### src/logic/emp_consts.vh
// Constants for the external memory port: offsets, fields, resets
`ifndef EMP_CONSTS_VH
`define EMP_CONSTS_VH
// Register byte offsets
`define EMP_OFS_TIMING 8'h00
`define EMP_OFS_SEC    8'h04
`define EMP_OFS_ADDR   8'h08
`define EMP_OFS_WDATA  8'h0c
`define EMP_OFS_CMD    8'h10
`define EMP_OFS_STAT   8'h14
`define EMP_OFS_RDATA  8'h18
// Async timing fields
`define EMP_RS_LSB  0
`define EMP_RS_MSB  3
`define EMP_RST_LSB 4
`define EMP_RST_MSB 9
`define EMP_RH_LSB  10
`define EMP_RH_MSB  12
`define EMP_WS_LSB  13
`define EMP_WS_MSB  16
`define EMP_WST_LSB 17
`define EMP_WST_MSB 22
`define EMP_WH_LSB  23
`define EMP_WH_MSB  25
// Secondary control fields
`define EMP_RL_LSB  0
`define EMP_RL_MSB  1
`define EMP_WL_LSB  2
`define EMP_WL_MSB  3
`define EMP_CHIP_ENABLE_EXTEND   4
`define EMP_FIFO_READ_ENABLE_MODE   5
`define EMP_SYNC_CLOCK_SELECT  6
`define EMP_SYNCMD  7
// Command and status fields
`define EMP_CMD_WR      0
`define EMP_CMD_BE_LSB  4
`define EMP_CMD_BE_MSB  7
`define EMP_ST_BUSY     0
`define EMP_ST_DONE     1
`define EMP_ST_EXT      2
// Reset values
`define EMP_TIMING_RST  32'h0094_4851
`define EMP_SEC_RST     32'h0000_0000
`endif

### src/logic/emp_sync.v
// Two-flop synchroniser for pins from outside the clock domain
`default_nettype none
module emp_sync #(
  parameter W = 1
) (
  // Clock and control
  input  wire         clk,
  input  wire         rst,
  input  wire         en,
  // Data
  input  wire [W-1:0] d,
  output reg  [W-1:0] q
);
  reg [W-1:0] meta;

  always @(posedge clk) begin
    if (rst) begin
      meta <= {W{1'b0}};
      q    <= {W{1'b0}};
    end else if (en) begin
      meta <= d;
      q    <= meta;
    end
  end
endmodule // emp_sync
`default_nettype wire

### src/logic/emp_tick.v
// Rising-edge finder for the two memory output clocks
`default_nettype none
module emp_tick (
  // Clock and control
  input  wire clk,
  input  wire rst,
  input  wire en,
  // Synchronised clocks and selection
  input  wire clk_one,
  input  wire clk_two,
  input  wire sel_two,
  // Edge pulses
  output wire tick_one,
  output wire tick_sel
);
  reg  prev_one;
  reg  prev_two;
  wire tick_two;

  always @(posedge clk) begin
    if (rst) begin
      prev_one <= 1'b0;
      prev_two <= 1'b0;
    end else if (en) begin
      prev_one <= clk_one;
      prev_two <= clk_two;
    end
  end

  assign tick_one = en & clk_one & ~prev_one;
  assign tick_two = en & clk_two & ~prev_two;
  assign tick_sel = sel_two ? tick_two : tick_one;
endmodule // emp_tick
`default_nettype wire

### src/logic/emp_port.v
// External memory port for one chip-enable space: async and sync accesses
// Summary of operation
// - Async setup, strobe, hold counts come from software registers, in clock-one periods.
// - Read: selects stand read-setup periods before read strobe falls.
// - Write: selects and data stand write-setup periods before write strobe falls.
// - After strobe rises, selects stand read-hold or write-hold periods.
// - Selects: chip enable, four byte enables, address 21:2, output enable, write data.
// - Async strobes change only on rising edges of memory clock one.
// - Async read data is captured where the read strobe rises.
// - Ready input is synchronised and sampled on clock-one rising edges.
// - A ready level is acted on in the cycle it was sampled.
// - Async: shared pins are output enable, read strobe, write strobe.
// - Sync: shared pins are address strobe or read enable, output enable, write enable.
// - Sync read latency 0 to 3 cycles from a 2-bit setting.
// - Sync write latency 0 to 3 cycles from a setting.
// - Extension 0: chip enable drops after the last command.
// - Extension 1: chip enable follows the sync output enable exactly on reads; on writes it drops after the command.
// - Read-enable mode 0: address strobe with deselect cycles.
// - Read-enable mode 1: FIFO read enable, no deselect cycles.
// - Clock select picks clock one or two for sync accesses.
// - Sync outputs launch from rising edges of the selected clock.
// - Sync read data captured at the edge set by read latency.
//
// The implementer's own choices: the address map and the APB interface to the registers.
`default_nettype none
`include "emp_consts.vh"
module emp_port (
  // Clock, reset, enable
  input  wire        CLK,
  input  wire        SYS_RST,
  input  wire        CLK_EN,
  // APB slave
  input  wire        PSEL,
  input  wire        PENABLE,
  input  wire        PWRITE,
  input  wire [7:0]  PADDR,
  input  wire [31:0] PWDATA,
  input  wire [3:0]  PSTRB,
  output reg  [31:0] PRDATA,
  output reg         PREADY,
  output reg         PSLVERR,
  // Memory clocks and ready pin
  input  wire        MEM_CLK_ONE,
  input  wire        MEM_CLK_TWO,
  input  wire        ASYNC_READY_IN,
  // Memory bus
  output reg         CE_SPACE_N,
  output reg  [3:0]  BE_LANES_N,
  output reg  [19:0] ADDRESS_BUS,
  output reg  [31:0] DATA_BUS_OUT,
  output reg         DATA_BUS_OE,
  input  wire [31:0] DATA_BUS_IN,
  output reg         SHARED_OE_N,
  output reg         SHARED_RD_N,
  output reg         SHARED_WE_N
);
  localparam ST_IDLE   = 3'h0;
  localparam ST_ASETUP = 3'h1;
  localparam ST_ASTRB  = 3'h2;
  localparam ST_AHOLD  = 3'h3;
  localparam ST_SCMD   = 3'h4;
  localparam ST_SLAT   = 3'h5;
  localparam ST_SDESEL = 3'h6;
  localparam [31:0] TIMING_RST = `EMP_TIMING_RST;
  localparam [31:0] SEC_RST    = `EMP_SEC_RST;

  // Software registers
  reg  [31:0] timing;
  reg  [31:0] sec;
  reg  [19:0] addr_reg;
  reg  [31:0] wdata_reg;
  reg  [31:0] rdata_reg;
  reg         cmd_wr;
  reg  [3:0]  cmd_be;
  reg         go;
  reg         done;
  reg         ext_seen;
  // Engine
  reg  [2:0]  state;
  reg  [5:0]  cnt;
  reg         is_wr;
  reg         is_sync;
  // Synchronised pins
  wire [2:0]  pins_s;
  wire [31:0] din_s;
  wire        rdy_s;
  wire        tick_one;
  wire        tick_sel;
  // Bus decode
  wire        setup_ph;
  wire        acc;
  wire        wr_acc;
  wire        hit;
  wire        start_req;
  wire        clr_done;
  wire        finish;
  reg  [31:0] rd_mux;
  reg         rd_hit;
  // Field views
  wire [3:0]  f_rs  = timing[`EMP_RS_MSB:`EMP_RS_LSB];
  wire [5:0]  f_rst = timing[`EMP_RST_MSB:`EMP_RST_LSB];
  wire [2:0]  f_rh  = timing[`EMP_RH_MSB:`EMP_RH_LSB];
  wire [3:0]  f_ws  = timing[`EMP_WS_MSB:`EMP_WS_LSB];
  wire [5:0]  f_wst = timing[`EMP_WST_MSB:`EMP_WST_LSB];
  wire [2:0]  f_wh  = timing[`EMP_WH_MSB:`EMP_WH_LSB];
  wire [1:0]  f_rl  = sec[`EMP_RL_MSB:`EMP_RL_LSB];
  wire [1:0]  f_wl  = sec[`EMP_WL_MSB:`EMP_WL_LSB];
  wire        f_chip_enable_extend = sec[`EMP_CHIP_ENABLE_EXTEND];
  wire        f_fifo_read_enable_mode = sec[`EMP_FIFO_READ_ENABLE_MODE];
  wire        f_sel2  = sec[`EMP_SYNC_CLOCK_SELECT];
  wire        f_sync  = sec[`EMP_SYNCMD];
  wire        busy    = go | (state != ST_IDLE);

  emp_sync #(
    .W (3)
  ) u_sync_pins (
    .clk (CLK),
    .rst (SYS_RST),
    .en  (CLK_EN),
    .d   ({ASYNC_READY_IN, MEM_CLK_TWO, MEM_CLK_ONE}),
    .q   (pins_s)
  );

  emp_sync #(
    .W (32)
  ) u_sync_data (
    .clk (CLK),
    .rst (SYS_RST),
    .en  (CLK_EN),
    .d   (DATA_BUS_IN),
    .q   (din_s)
  );

  emp_tick u_tick (
    .clk      (CLK),
    .rst      (SYS_RST),
    .en       (CLK_EN),
    .clk_one  (pins_s[0]),
    .clk_two  (pins_s[1]),
    .sel_two  (f_sel2),
    .tick_one (tick_one),
    .tick_sel (tick_sel)
  );

  assign rdy_s     = pins_s[2];
  assign setup_ph  = PSEL & ~PENABLE;
  assign acc       = PSEL & PENABLE & PREADY;
  assign hit       = rd_hit;
  assign wr_acc    = acc & PWRITE & ~PSLVERR;
  assign start_req = wr_acc & (PADDR == `EMP_OFS_CMD) & ~busy;
  assign clr_done  = wr_acc & (PADDR == `EMP_OFS_STAT) & PSTRB[0] & PWDATA[`EMP_ST_DONE];

  // Read mux, also used as address decode
  always @* begin
    rd_mux = 32'h0000_0000;
    rd_hit = 1'b1;
    case (PADDR)
      `EMP_OFS_TIMING: rd_mux = timing;
      `EMP_OFS_SEC:    rd_mux = sec;
      `EMP_OFS_ADDR:   rd_mux = {12'h000, addr_reg};
      `EMP_OFS_WDATA:  rd_mux = wdata_reg;
      `EMP_OFS_CMD:    rd_mux = {24'h00_0000, cmd_be, 3'h0, cmd_wr};
      `EMP_OFS_STAT:   rd_mux = {29'h0, ext_seen, done, busy};
      `EMP_OFS_RDATA:  rd_mux = rdata_reg;
      default:         rd_hit = 1'b0;
    endcase
  end

  // Answer registered in the setup cycle, so every access has no wait state
  always @(posedge CLK) begin
    if (SYS_RST) begin
      PREADY  <= 1'b0;
      PSLVERR <= 1'b0;
      PRDATA  <= 32'h0000_0000;
    end else if (CLK_EN) begin
      PREADY  <= setup_ph;
      PSLVERR <= setup_ph & ~hit;
      if (setup_ph & ~PWRITE) begin
        PRDATA <= hit ? rd_mux : 32'h0000_0000;
      end
    end
  end

  // Byte-lane writes to the timing, secondary control and write-data words
  genvar gi;
  generate
    for (gi = 0; gi < 4; gi = gi + 1) begin : g_lane
      always @(posedge CLK) begin
        if (SYS_RST) begin
          timing[gi*8 +: 8]    <= TIMING_RST[gi*8 +: 8];
          sec[gi*8 +: 8]       <= SEC_RST[gi*8 +: 8];
          wdata_reg[gi*8 +: 8] <= 8'h00;
        end else if (CLK_EN & wr_acc & PSTRB[gi]) begin
          if (PADDR == `EMP_OFS_TIMING) begin
            timing[gi*8 +: 8] <= PWDATA[gi*8 +: 8];
          end
          if (PADDR == `EMP_OFS_SEC) begin
            sec[gi*8 +: 8] <= PWDATA[gi*8 +: 8];
          end
          if ((PADDR == `EMP_OFS_WDATA) & ~busy) begin
            wdata_reg[gi*8 +: 8] <= PWDATA[gi*8 +: 8];
          end
        end
      end
    end
  endgenerate

  // Address and command latch; ignored while an access runs
  always @(posedge CLK) begin
    if (SYS_RST) begin
      addr_reg <= 20'h0_0000;
      cmd_wr   <= 1'b0;
      cmd_be   <= 4'h0;
    end else if (CLK_EN & wr_acc & ~busy) begin
      if (PADDR == `EMP_OFS_ADDR) begin
        addr_reg <= PWDATA[21:2];
      end
      if (PADDR == `EMP_OFS_CMD) begin
        cmd_wr <= PWDATA[`EMP_CMD_WR];
        cmd_be <= PWDATA[`EMP_CMD_BE_MSB:`EMP_CMD_BE_LSB];
      end
    end
  end

  assign finish = (tick_one & ~is_sync & (state == ST_AHOLD) & (cnt <= 6'h01))
                | (tick_sel & (state == ST_SDESEL))
                | (tick_sel & (state == ST_SLAT) & (cnt == 6'h00) & f_fifo_read_enable_mode)
                | (tick_sel & (state == ST_SCMD) & f_fifo_read_enable_mode
                   & ((is_wr & (f_wl == 2'h0)) | (~is_wr & (f_rl == 2'h0))));

  // Access engine
  always @(posedge CLK) begin
    if (SYS_RST) begin
      state        <= ST_IDLE;
      cnt          <= 6'h00;
      is_wr        <= 1'b0;
      is_sync      <= 1'b0;
      go           <= 1'b0;
      done         <= 1'b0;
      ext_seen     <= 1'b0;
      rdata_reg    <= 32'h0000_0000;
      CE_SPACE_N   <= 1'b1;
      BE_LANES_N   <= 4'hf;
      ADDRESS_BUS  <= 20'h0_0000;
      DATA_BUS_OUT <= 32'h0000_0000;
      DATA_BUS_OE  <= 1'b0;
      SHARED_OE_N  <= 1'b1;
      SHARED_RD_N  <= 1'b1;
      SHARED_WE_N  <= 1'b1;
    end else if (CLK_EN) begin
      // Set wins over a clear in the same cycle
      if (finish) begin
        done <= 1'b1;
      end else if (clr_done) begin
        done <= 1'b0;
      end
      if (start_req) begin
        go       <= 1'b1;
        ext_seen <= 1'b0;
      end
      case (state)
        ST_IDLE: begin
          if (go & ~f_sync & tick_one) begin
            go           <= 1'b0;
            is_wr        <= cmd_wr;
            is_sync      <= 1'b0;
            CE_SPACE_N   <= 1'b0;
            BE_LANES_N   <= ~cmd_be;
            ADDRESS_BUS  <= addr_reg;
            SHARED_OE_N  <= cmd_wr;
            DATA_BUS_OUT <= wdata_reg;
            DATA_BUS_OE  <= cmd_wr;
            cnt          <= cmd_wr ? {2'b00, f_ws} : {2'b00, f_rs};
            state        <= ST_ASETUP;
          end else if (go & f_sync & tick_sel) begin
            go           <= 1'b0;
            is_wr        <= cmd_wr;
            is_sync      <= 1'b1;
            CE_SPACE_N   <= 1'b0;
            BE_LANES_N   <= ~cmd_be;
            ADDRESS_BUS  <= addr_reg;
            SHARED_RD_N  <= cmd_wr;
            SHARED_OE_N  <= cmd_wr;
            SHARED_WE_N  <= ~cmd_wr;
            DATA_BUS_OUT <= wdata_reg;
            DATA_BUS_OE  <= cmd_wr & (f_wl == 2'h0);
            state        <= ST_SCMD;
          end
        end
        ST_ASETUP: begin
          if (tick_one) begin
            if (cnt > 6'h01) begin
              cnt <= cnt - 6'h01;
            end else begin
              SHARED_RD_N <= is_wr;
              SHARED_WE_N <= ~is_wr;
              cnt         <= is_wr ? f_wst : f_rst;
              state       <= ST_ASTRB;
            end
          end
        end
        ST_ASTRB: begin
          if (tick_one) begin
            if (cnt > 6'h01) begin
              cnt <= cnt - 6'h01;
            end else if (~rdy_s) begin
              ext_seen <= 1'b1;
            end else begin
              SHARED_RD_N <= 1'b1;
              SHARED_WE_N <= 1'b1;
              if (~is_wr) begin
                rdata_reg <= din_s;
              end
              cnt   <= is_wr ? {3'b000, f_wh} : {3'b000, f_rh};
              state <= ST_AHOLD;
            end
          end
        end
        ST_AHOLD: begin
          if (tick_one) begin
            if (cnt > 6'h01) begin
              cnt <= cnt - 6'h01;
            end else begin
              CE_SPACE_N  <= 1'b1;
              BE_LANES_N  <= 4'hf;
              SHARED_OE_N <= 1'b1;
              DATA_BUS_OE <= 1'b0;
              state       <= ST_IDLE;
            end
          end
        end
        ST_SCMD: begin
          if (tick_sel) begin
            SHARED_WE_N <= 1'b1;
            if (~f_fifo_read_enable_mode | is_wr) begin
              SHARED_RD_N <= 1'b1;
            end
            if (~f_chip_enable_extend | is_wr) begin
              CE_SPACE_N <= 1'b1;
            end
            if (is_wr) begin
              DATA_BUS_OE <= f_wl != 2'h0;
              cnt         <= {4'h0, f_wl} - 6'h01;
              if (f_wl == 2'h0) begin
                state <= f_fifo_read_enable_mode ? ST_IDLE : ST_SDESEL;
              end else begin
                state <= ST_SLAT;
              end
            end else if (f_rl == 2'h0) begin
              rdata_reg   <= din_s;
              SHARED_OE_N <= 1'b1;
              SHARED_RD_N <= 1'b1;
              CE_SPACE_N  <= 1'b1;
              state       <= f_fifo_read_enable_mode ? ST_IDLE : ST_SDESEL;
            end else begin
              cnt   <= {4'h0, f_rl} - 6'h01;
              state <= ST_SLAT;
            end
          end
        end
        ST_SLAT: begin
          if (tick_sel) begin
            if (cnt != 6'h00) begin
              cnt <= cnt - 6'h01;
            end else begin
              if (~is_wr) begin
                rdata_reg <= din_s;
              end
              DATA_BUS_OE <= 1'b0;
              SHARED_OE_N <= 1'b1;
              SHARED_RD_N <= 1'b1;
              CE_SPACE_N  <= 1'b1;
              state       <= f_fifo_read_enable_mode ? ST_IDLE : ST_SDESEL;
            end
          end
        end
        ST_SDESEL: begin
          if (tick_sel) begin
            BE_LANES_N <= 4'hf;
            state      <= ST_IDLE;
          end
        end
        default: begin
          state <= ST_IDLE;
        end
      endcase
      if (is_sync & (state == ST_SDESEL)) begin
        CE_SPACE_N <= 1'b1;
      end
    end
  end
endmodule // emp_port
`default_nettype wire

### config.mk
export PLATFORM = sky130hd
export DESIGN_NAME = emp_port
export DESIGN_NICKNAME = d
export VERILOG_FILES = /design/src/logic/emp_sync.v /design/src/logic/emp_tick.v /design/src/logic/emp_port.v
export VERILOG_INCLUDE_DIRS = /design/src /design/src/logic
export SDC_FILE = /design/constraint.sdc
export NUM_CORES = 1
export LEC_CHECK = 0
export ABC_AREA = 0
export ABC_CLOCK_PERIOD_IN_PS = 4800
export BUFFER_PORTS_ARGS = -buffer_cell sky130_fd_sc_hd__buf_2
export CORE_MARGIN = 2
export CORE_UTILIZATION = 35
export DETAILED_ROUTE_END_ITERATION = 10
export PLACE_DENSITY = 0.58
export SYNTH_ARGS = -nofsm -noshare
export SYNTH_HDL_FRONTEND = slang
export SYNTH_SLANG_ARGS = --single-unit
### constraint.sdc
create_clock -name CLK -period 4.8 [get_ports CLK]
set_clock_uncertainty 0.2 [all_clocks]
set_input_delay 0.24 -clock CLK [delete_from_list [all_inputs] [get_ports CLK]]
set_output_delay 0.24 -clock CLK [all_outputs]
set_load 0.01 [all_outputs]
==> flow_metrics.tcl, run 1 <==
set metrics [dict create \
    fp.dieH_um 205 \
    critPathMaxFanout 28 \
    ys.flop_type "dfxtp_1" \
    rrSetupSlack_ps 1580 \
    critPathArrivalTime_ps 3530 \
    yosysWarnings 0 \
    reg2reg_depth 7 \
    synthTopCellsByCount "nand2_1 (385), dfxtp_1 (334), a21oi_1 (174)" \
    setup_viol 0 \
    drive_gt1_share_pct 15.7 \
    peakVddDrop_v 0.000236 \
    status "finished, violations left" \
    die_area_sq_mm 0.0420 \
    cp-end-kind "flip-flop" \
    dp.cells 2280 \
    slowest_delay_ps 890 \
    switchingPower_mw 1.37 \
    num_vias 13000 \
    synth.most_common_cell "nand2_1" \
    nets 1957 \
    ys_seq_elements 334 \
    r2r_start "state[2]" \
    drtIter0Drc 1293 \
    globalplace.congestion 0.922 \
    instances_no_fill 2421 \
    antenna_found_initial 0 \
    postSynthCellCount 1671 \
    synthDistinctLibCells 69 \
    fin_tns_setup_ps 0 \
    max_freq_ghz 0.306 \
    slew-limit-headroom_pct 22.8 \
    synth_area_leaders "dfxtp_1 (47%), mux2i_1 (11%), nand2_1 (10%)" \
    final-max-slew-violation-count 0 \
    cts_buffer_depth 3 \
    n_antenna_cell 0 \
    clock_latency_ps 560 \
    hp-class "input port to flip-flop" \
    synthArstFlopShare_pct 0 \
    drtPass1Iterations 5 \
    grt_pass1_vias 12200 \
    io-pin-count 180 \
    route.detailed.drc 0 \
    crit_path_end "timing[30]" \
    hold_start "SYS_RST" \
    r2r-end "rdata_reg[24]" \
    cts_max_level 2 \
    cp-start-kind "input port" \
    root_buffer "clkbuf_16" \
    synth_fp_nets 1760 \
    power_frac_clock_pct 49.6 \
    worstPathCellList "dlygate4sd3_1 -> buf_2 -> nor3_1 -> nand3_1 -> nor2_1 -> nand2_1 -> a21oi_1" \
    grt_pass1_wl_um 74800 \
    viasPerCell 5.36 \
    die_w_um 205 \
    ant_nets 0 \
    ys_seq_area_share_pct 47.3 \
    coreArea_sq_mm 0.0398 \
    maxCapViolations 0 \
    whs_ps -18.6 \
    rsz0062_at_grt "false" \
    violations "hold timing" \
    finalCritPeriodShare_pct 68.1 \
    syn_area_per_cell_sq_um 8.46 \
    path_class "input port to flip-flop" \
    cp_data_required_time_ps 5060 \
    seqPwrFrac_pct 45.9 \
    rows 73 \
    postCtsSetupBuffers 0 \
    clkTransAtPathRegs_ps 60 \
    synth_enable_flop_cells 0 \
    grt_max_degree 101 \
    area_growth_pct 23.6 \
    io_buffers 179 \
    total_power_mw 6.14 \
    fin_crit_ps 3270 \
    synth_top_area_cell "dfxtp_1" \
    wire_per_inst_um 20.5 \
    final-hold-violation-count 1 \
    postRouteWirelength_um 49500 \
    leakagePower_nw 6.74 \
    gr-usage-all-layers_pct 23.0 \
    start_util_pct 35.5 \
    worstMarginPinSlew_ps 1160 \
    power_frac_comb_pct 4.5 \
    critPathLaunch "PADDR[3]" \
    cts_tree "done" \
    syn_area_sq_mm 0.0141 \
    p_int_mw 4.77 \
    cts_buffers 38 \
    overflow 0 \
    slowest_stage "nand3_1" \
    p_per_area_mw_per_mm2 352 \
    p_sw_share_pct 22.3 \
    synth_top_area_share_pct 47.3 \
    cts_sinks 334 \
    post-dp-hpwl_um 34500 \
]
logic make-up after synthesis:
| family | Yosys count | share of synthesized area [%] |
|---|---|---|
| fa+ha+maj | 4 | 0.354 |
| flops | 334 | 47.3 |
| simple gates | 646 | 19.5 |
| buf+inv | 130 | 3.58 |
| mux | 169 | 12.1 |
| xor+xnor | 2 | 0.124 |
| compound gates | 386 | 17.0 |
per-stage QoR:
stage               cell area, sq um  hold WS, ps  setup slack [ps]  utilization [%]
detailed placement             15400          241              1520             38.7
finish                         17500        -18.6              1530             43.9
global placement               15400          235              1570             38.7
floorplan                      14100          164              2360                -
CTS                            17500         28.7              1560             43.9
global route                   17500         51.4              1300             43.9
cells in the final DEF (no fill, tap or decap), types with 10 or more instances in the layout:
| cell type | count |
|---|---|
| o21ai_0 | 71 |
| a21o_1 | 10 |
| nor2_1 | 132 |
| nand3_1 | 31 |
| clkbuf_16 | 39 |
| and2_1 | 10 |
| mux2_2 | 10 |
| a21oi_1 | 174 |
| dfxtp_1 | 334 |
| clkbuf_8 | 10 |
| dlygate4sd3_1 | 73 |
| mux2i_1 | 158 |
| a222oi_1 | 11 |
| buf_4 | 22 |
| clkbuf_1 | 10 |
| nor3_1 | 16 |
| nand2_1 | 385 |
| a22o_1 | 21 |
| a221oi_1 | 17 |
| inv_1 | 11 |
| a211oi_1 | 11 |
| a31oi_1 | 11 |
| buf_2 | 177 |
layer usage:
metal,track usage (%),part of all wire [%],vias to the layer above
met5,0,0,-
met4,8.92,3.6,0
met3,4.52,7.8,106
met2,32.3,41,504
met1,34.3,48,6133
li1,-,-,6241
layout make-up:
cell class / instances / area [sq um]
tap: 525 / 657
inverter: 14 / 52.6
timing repair buffer: 273 / 1800
multi-input combinational: 1207 / 6960
fill: 4009 / 22400
clock inverter: 10 / 179
sequential: 334 / 6690
clock buffer: 58 / 1140
worst min-delay path by stage:
stage,end,slack [ps],cells past startpoint
2_1_floorplan,f_rh[1],160,2
3_3_place_gp,sec[14],230,2
6_report,u_tick.prev_one,-20,2
4_1_cts,u_tick.prev_one,30,2
3_5_place_dp,sec[14],240,2
5_1_grt,PSLVERR,50,4
power by group through the flow:
stage | Clock (mW) | Combinational (mW) | Sequential, mW
global placement | 0 | 0.224 | 2.88
finish | 3.04 | 0.278 | 2.82
floorplan | 0 | 0.132 | 2.87
detailed placement | 0 | 0.227 | 2.88
CTS | 3.11 | 0.275 | 2.82
global route | 3.21 | 0.297 | 2.82
timing repair:
item	4_1_cts	5_1_grt
resized for setup	0	0
endpoints found under the setup margin	0	0
hold buffers	73	0
endpoints found under the hold margin	163	0
critical path: cells and delay by family:
kind	cells	cell delay, ps
simple gates	4	2340
buf+inv	2	780
compound gates	1	150
(Power assumes the default switching activity.)
==> inputs of run 2 (changes only) <==
Settings changed: ABC_AREA 0 to 1, ABC_CLOCK_PERIOD_IN_PS 4800 to 2790, PLACE_DENSITY 0.58 to 0.6.
Clock period 4.8 ns to 2.79 ns, I/O delays scaled along.
==> run 2 against run 1 <==
Net effect: utilization is 0.14 points lower; hold slack better by 81 ps; sequential power is 84% higher; area after synthesis is 2.7% higher; the run now ends clean; cell count is 19% higher.
==> flow_metrics.tcl, run 2 <==
set metrics [dict create \
    coreArea_sq_mm 0.0409 \
    worstPathCellList "dlygate4sd3_1 -> buf_2 -> nor2_1 -> dlygate4sd3_1 -> nand2_1 -> nor2_1 -> nand2_1 -> clkinv_1 -> nand2_2 -> o21ai_0 -> a21oi_1" \
    postSynthCellCount 2117 \
    postRouteWirelength_um 48400 \
    grt_pass1_vias 13300 \
    ys_seq_area_share_pct 46.1 \
    grt_max_degree 141 \
    synth_top_area_share_pct 46.1 \
    ant_nets 0 \
    r2r_start "PREADY" \
    synth_fp_nets 2206 \
    cp-start-kind "input port" \
    p_sw_share_pct 31.2 \
    globalplace.congestion 0.936 \
    finalWorstSetupSlack_ps 161 \
    final-max-slew-violation-count 0 \
    critPathLaunch "PADDR[0]" \
    layout_commonest_cell "nand2_1" \
    start_util_pct 35.5 \
    slowest_stage "dlygate4sd3_1" \
    leakagePower_nw 7.63 \
    place_ws_ps 396 \
    fin_tns_setup_ps 0 \
    critPathArrivalTime_ps 2860 \
    synthDistinctLibCells 33 \
    fp.dieH_um 208 \
    n_antenna_cell 0 \
    gr-usage-all-layers_pct 21.8 \
    final-hold-violation-count 0 \
    slew-limit-headroom_pct 48.0 \
    hp-class "input port to flip-flop" \
    worstMarginPinSlew_ps 780 \
    cts_buffers 37 \
    syn_area_per_cell_sq_um 6.86 \
    rsz0062_at_grt "false" \
    ys_seq_elements 334 \
    ys.flop_type "dfxtp_1" \
    drtPass1Iterations 8 \
    rrSetupSlack_ps 240 \
    yosysWarnings 0 \
    maxCapViolations 0 \
    post-dp-hpwl_um 34000 \
    clkTransAtPathRegs_ps 60 \
    crit_family "buffers and inverters" \
    synth_area_leaders "dfxtp_1 (46%), nand2_1 (12%), nor2_1 (9.1%)" \
    setup_viol 0 \
    cts_tree "done" \
    drive_gt1_share_pct 12.8 \
    slowest_delay_ps 590 \
    io-pin-count 180 \
    clock_latency_ps 550 \
    finalCritPeriodShare_pct 94.2 \
    rows 74 \
    synth.most_common_cell "nand2_1" \
    area_growth_pct 23.3 \
    status "finished, final reports clean" \
    switchingPower_mw 3.94 \
    nets 2413 \
    io_buffers 179 \
    synth_top_area_cell "dfxtp_1" \
    synthArstFlopShare_pct 0 \
    crit_cells 11 \
    crit_path_end "f_rl[0]" \
    cp-end-kind "flip-flop" \
    max_freq_ghz 0.380 \
    utilization_pct 43.7 \
    wire_per_inst_um 16.8 \
    synthTopCellsByCount "nand2_1 (474), nor2_1 (351), dfxtp_1 (334)" \
    fin_crit_ps 2630 \
    root_buffer "clkbuf_16" \
    power_frac_comb_pct 20.6 \
    power_frac_clock_pct 38.3 \
    p_per_area_mw_per_mm2 707 \
    peakVddDrop_v 0.000316 \
    syn_area_sq_mm 0.0145 \
    critPathMaxFanout 14 \
    p_int_mw 8.71 \
    path_buf_inv 4 \
    synth_enable_flop_cells 0 \
    r2r-end "f_wst[1]" \
    antenna_found_initial 0 \
    grt_pass1_wl_um 75400 \
    cp_data_required_time_ps 3020 \
    cts_sinks 334 \
    route.detailed.drc 0 \
    drtIter0Drc 1246 \
    viasPerCell 4.98 \
    path_class "input port to flip-flop" \
    cts_buffer_depth 3 \
    layout_common_cells "nand2_1 (471), nor2_1 (348), dfxtp_1 (334)" \
    num_vias 14300 \
    die_area_sq_mm 0.0431 \
    reg2reg_depth 9 \
    cts_max_level 2 \
    overflow 0 \
    die_w_um 208 \
    seqPwrFrac_pct 41.1 \
    whs_ps 62.1 \
]
==> run 2: how the worst min path moves through the flow <==
stage / start / endpoint / cells after the start
finish: PWRITE / PRDATA[6] / 5
global route: PWRITE / PRDATA[0] / 5
CTS: PSTRB[1] / sec[12] / 6
detailed placement: DATA_BUS_IN[1] / u_sync_data.meta[1] / 3
global placement: DATA_BUS_IN[12] / u_sync_data.meta[12] / 3
floorplan: PWDATA[11] / f_rh[1] / 2
==> run 2: cell type report <==
class	count	area, sq um
clock buffer	58	1100
clock inverter	6	91.3
fill	4353	23000
inverter	160	606
multi-input combinational	1501	6740
sequential	334	6690
tap	532	666
timing repair buffer	290	2010
==> run 2: cell families (layout without fill, tap and decap cells) <==
logic type | count (synthesis) | after routing | synth area share, %
adders and majority gates | 4 | 4 | 0.345
buffers and inverters | 282 | 514 | 7.66
AOI/OAI and AO/OA | 395 | 395 | 13.9
DFF | 334 | 334 | 46.1
and+or+nand+nor | 1098 | 1098 | 31.8
xor gates and xnor gates | 2 | 2 | 0.121
muxes | 2 | 2 | 0.138
==> run 2: power groups by stage <==
stage | registers, mW | logic, mW | clock network (mW)
4_1_cts | 5.20 | 2.59 | 4.97
3_5_place_dp | 5.30 | 2.49 | 0
6_report | 5.20 | 2.61 | 4.85
2_1_floorplan | 5.24 | 1.83 | 0
5_1_grt | 5.23 | 2.93 | 5.16
3_3_place_gp | 5.30 | 2.50 | 0
==> run 2: through the flow <==
stage,power [mW],instance area [sq um],std cells
3_3_place_gp,7.79,15900,2737
6_report,12.7,17900,2881
2_1_floorplan,7.07,14500,2117
4_1_cts,12.8,17900,2881
3_5_place_dp,7.79,15900,2737
5_1_grt,13.3,17900,2881
==> run 2: repair_timing <==
item | in CTS | in global routing
hold endpoints to repair | 165 | 0
resized for setup | 0 | 5
hold buffers | 80 | 0
buffers inserted | 0 | 0
endpoints found under the setup margin | 0 | 20
==> run 2: worst reg2reg max path: stages, from the launching register on <==
cell and delay (ps):
dfxtp_1 350, nand4_1 90, nor2_1 180, nand2_1 280
nor2_4 260, nand2_1 200, inv_1 260, nand2_1 80
nand3_1 70, dlygate4sd3_1 540
==> run 2: layer usage <==
metal / share of wire, % / GRT usage (%)
met5: 0 / 0
met4: 2.0 / 5.33
met3: 6.9 / 3.72
met2: 43 / 33.1
met1: 48 / 32.0
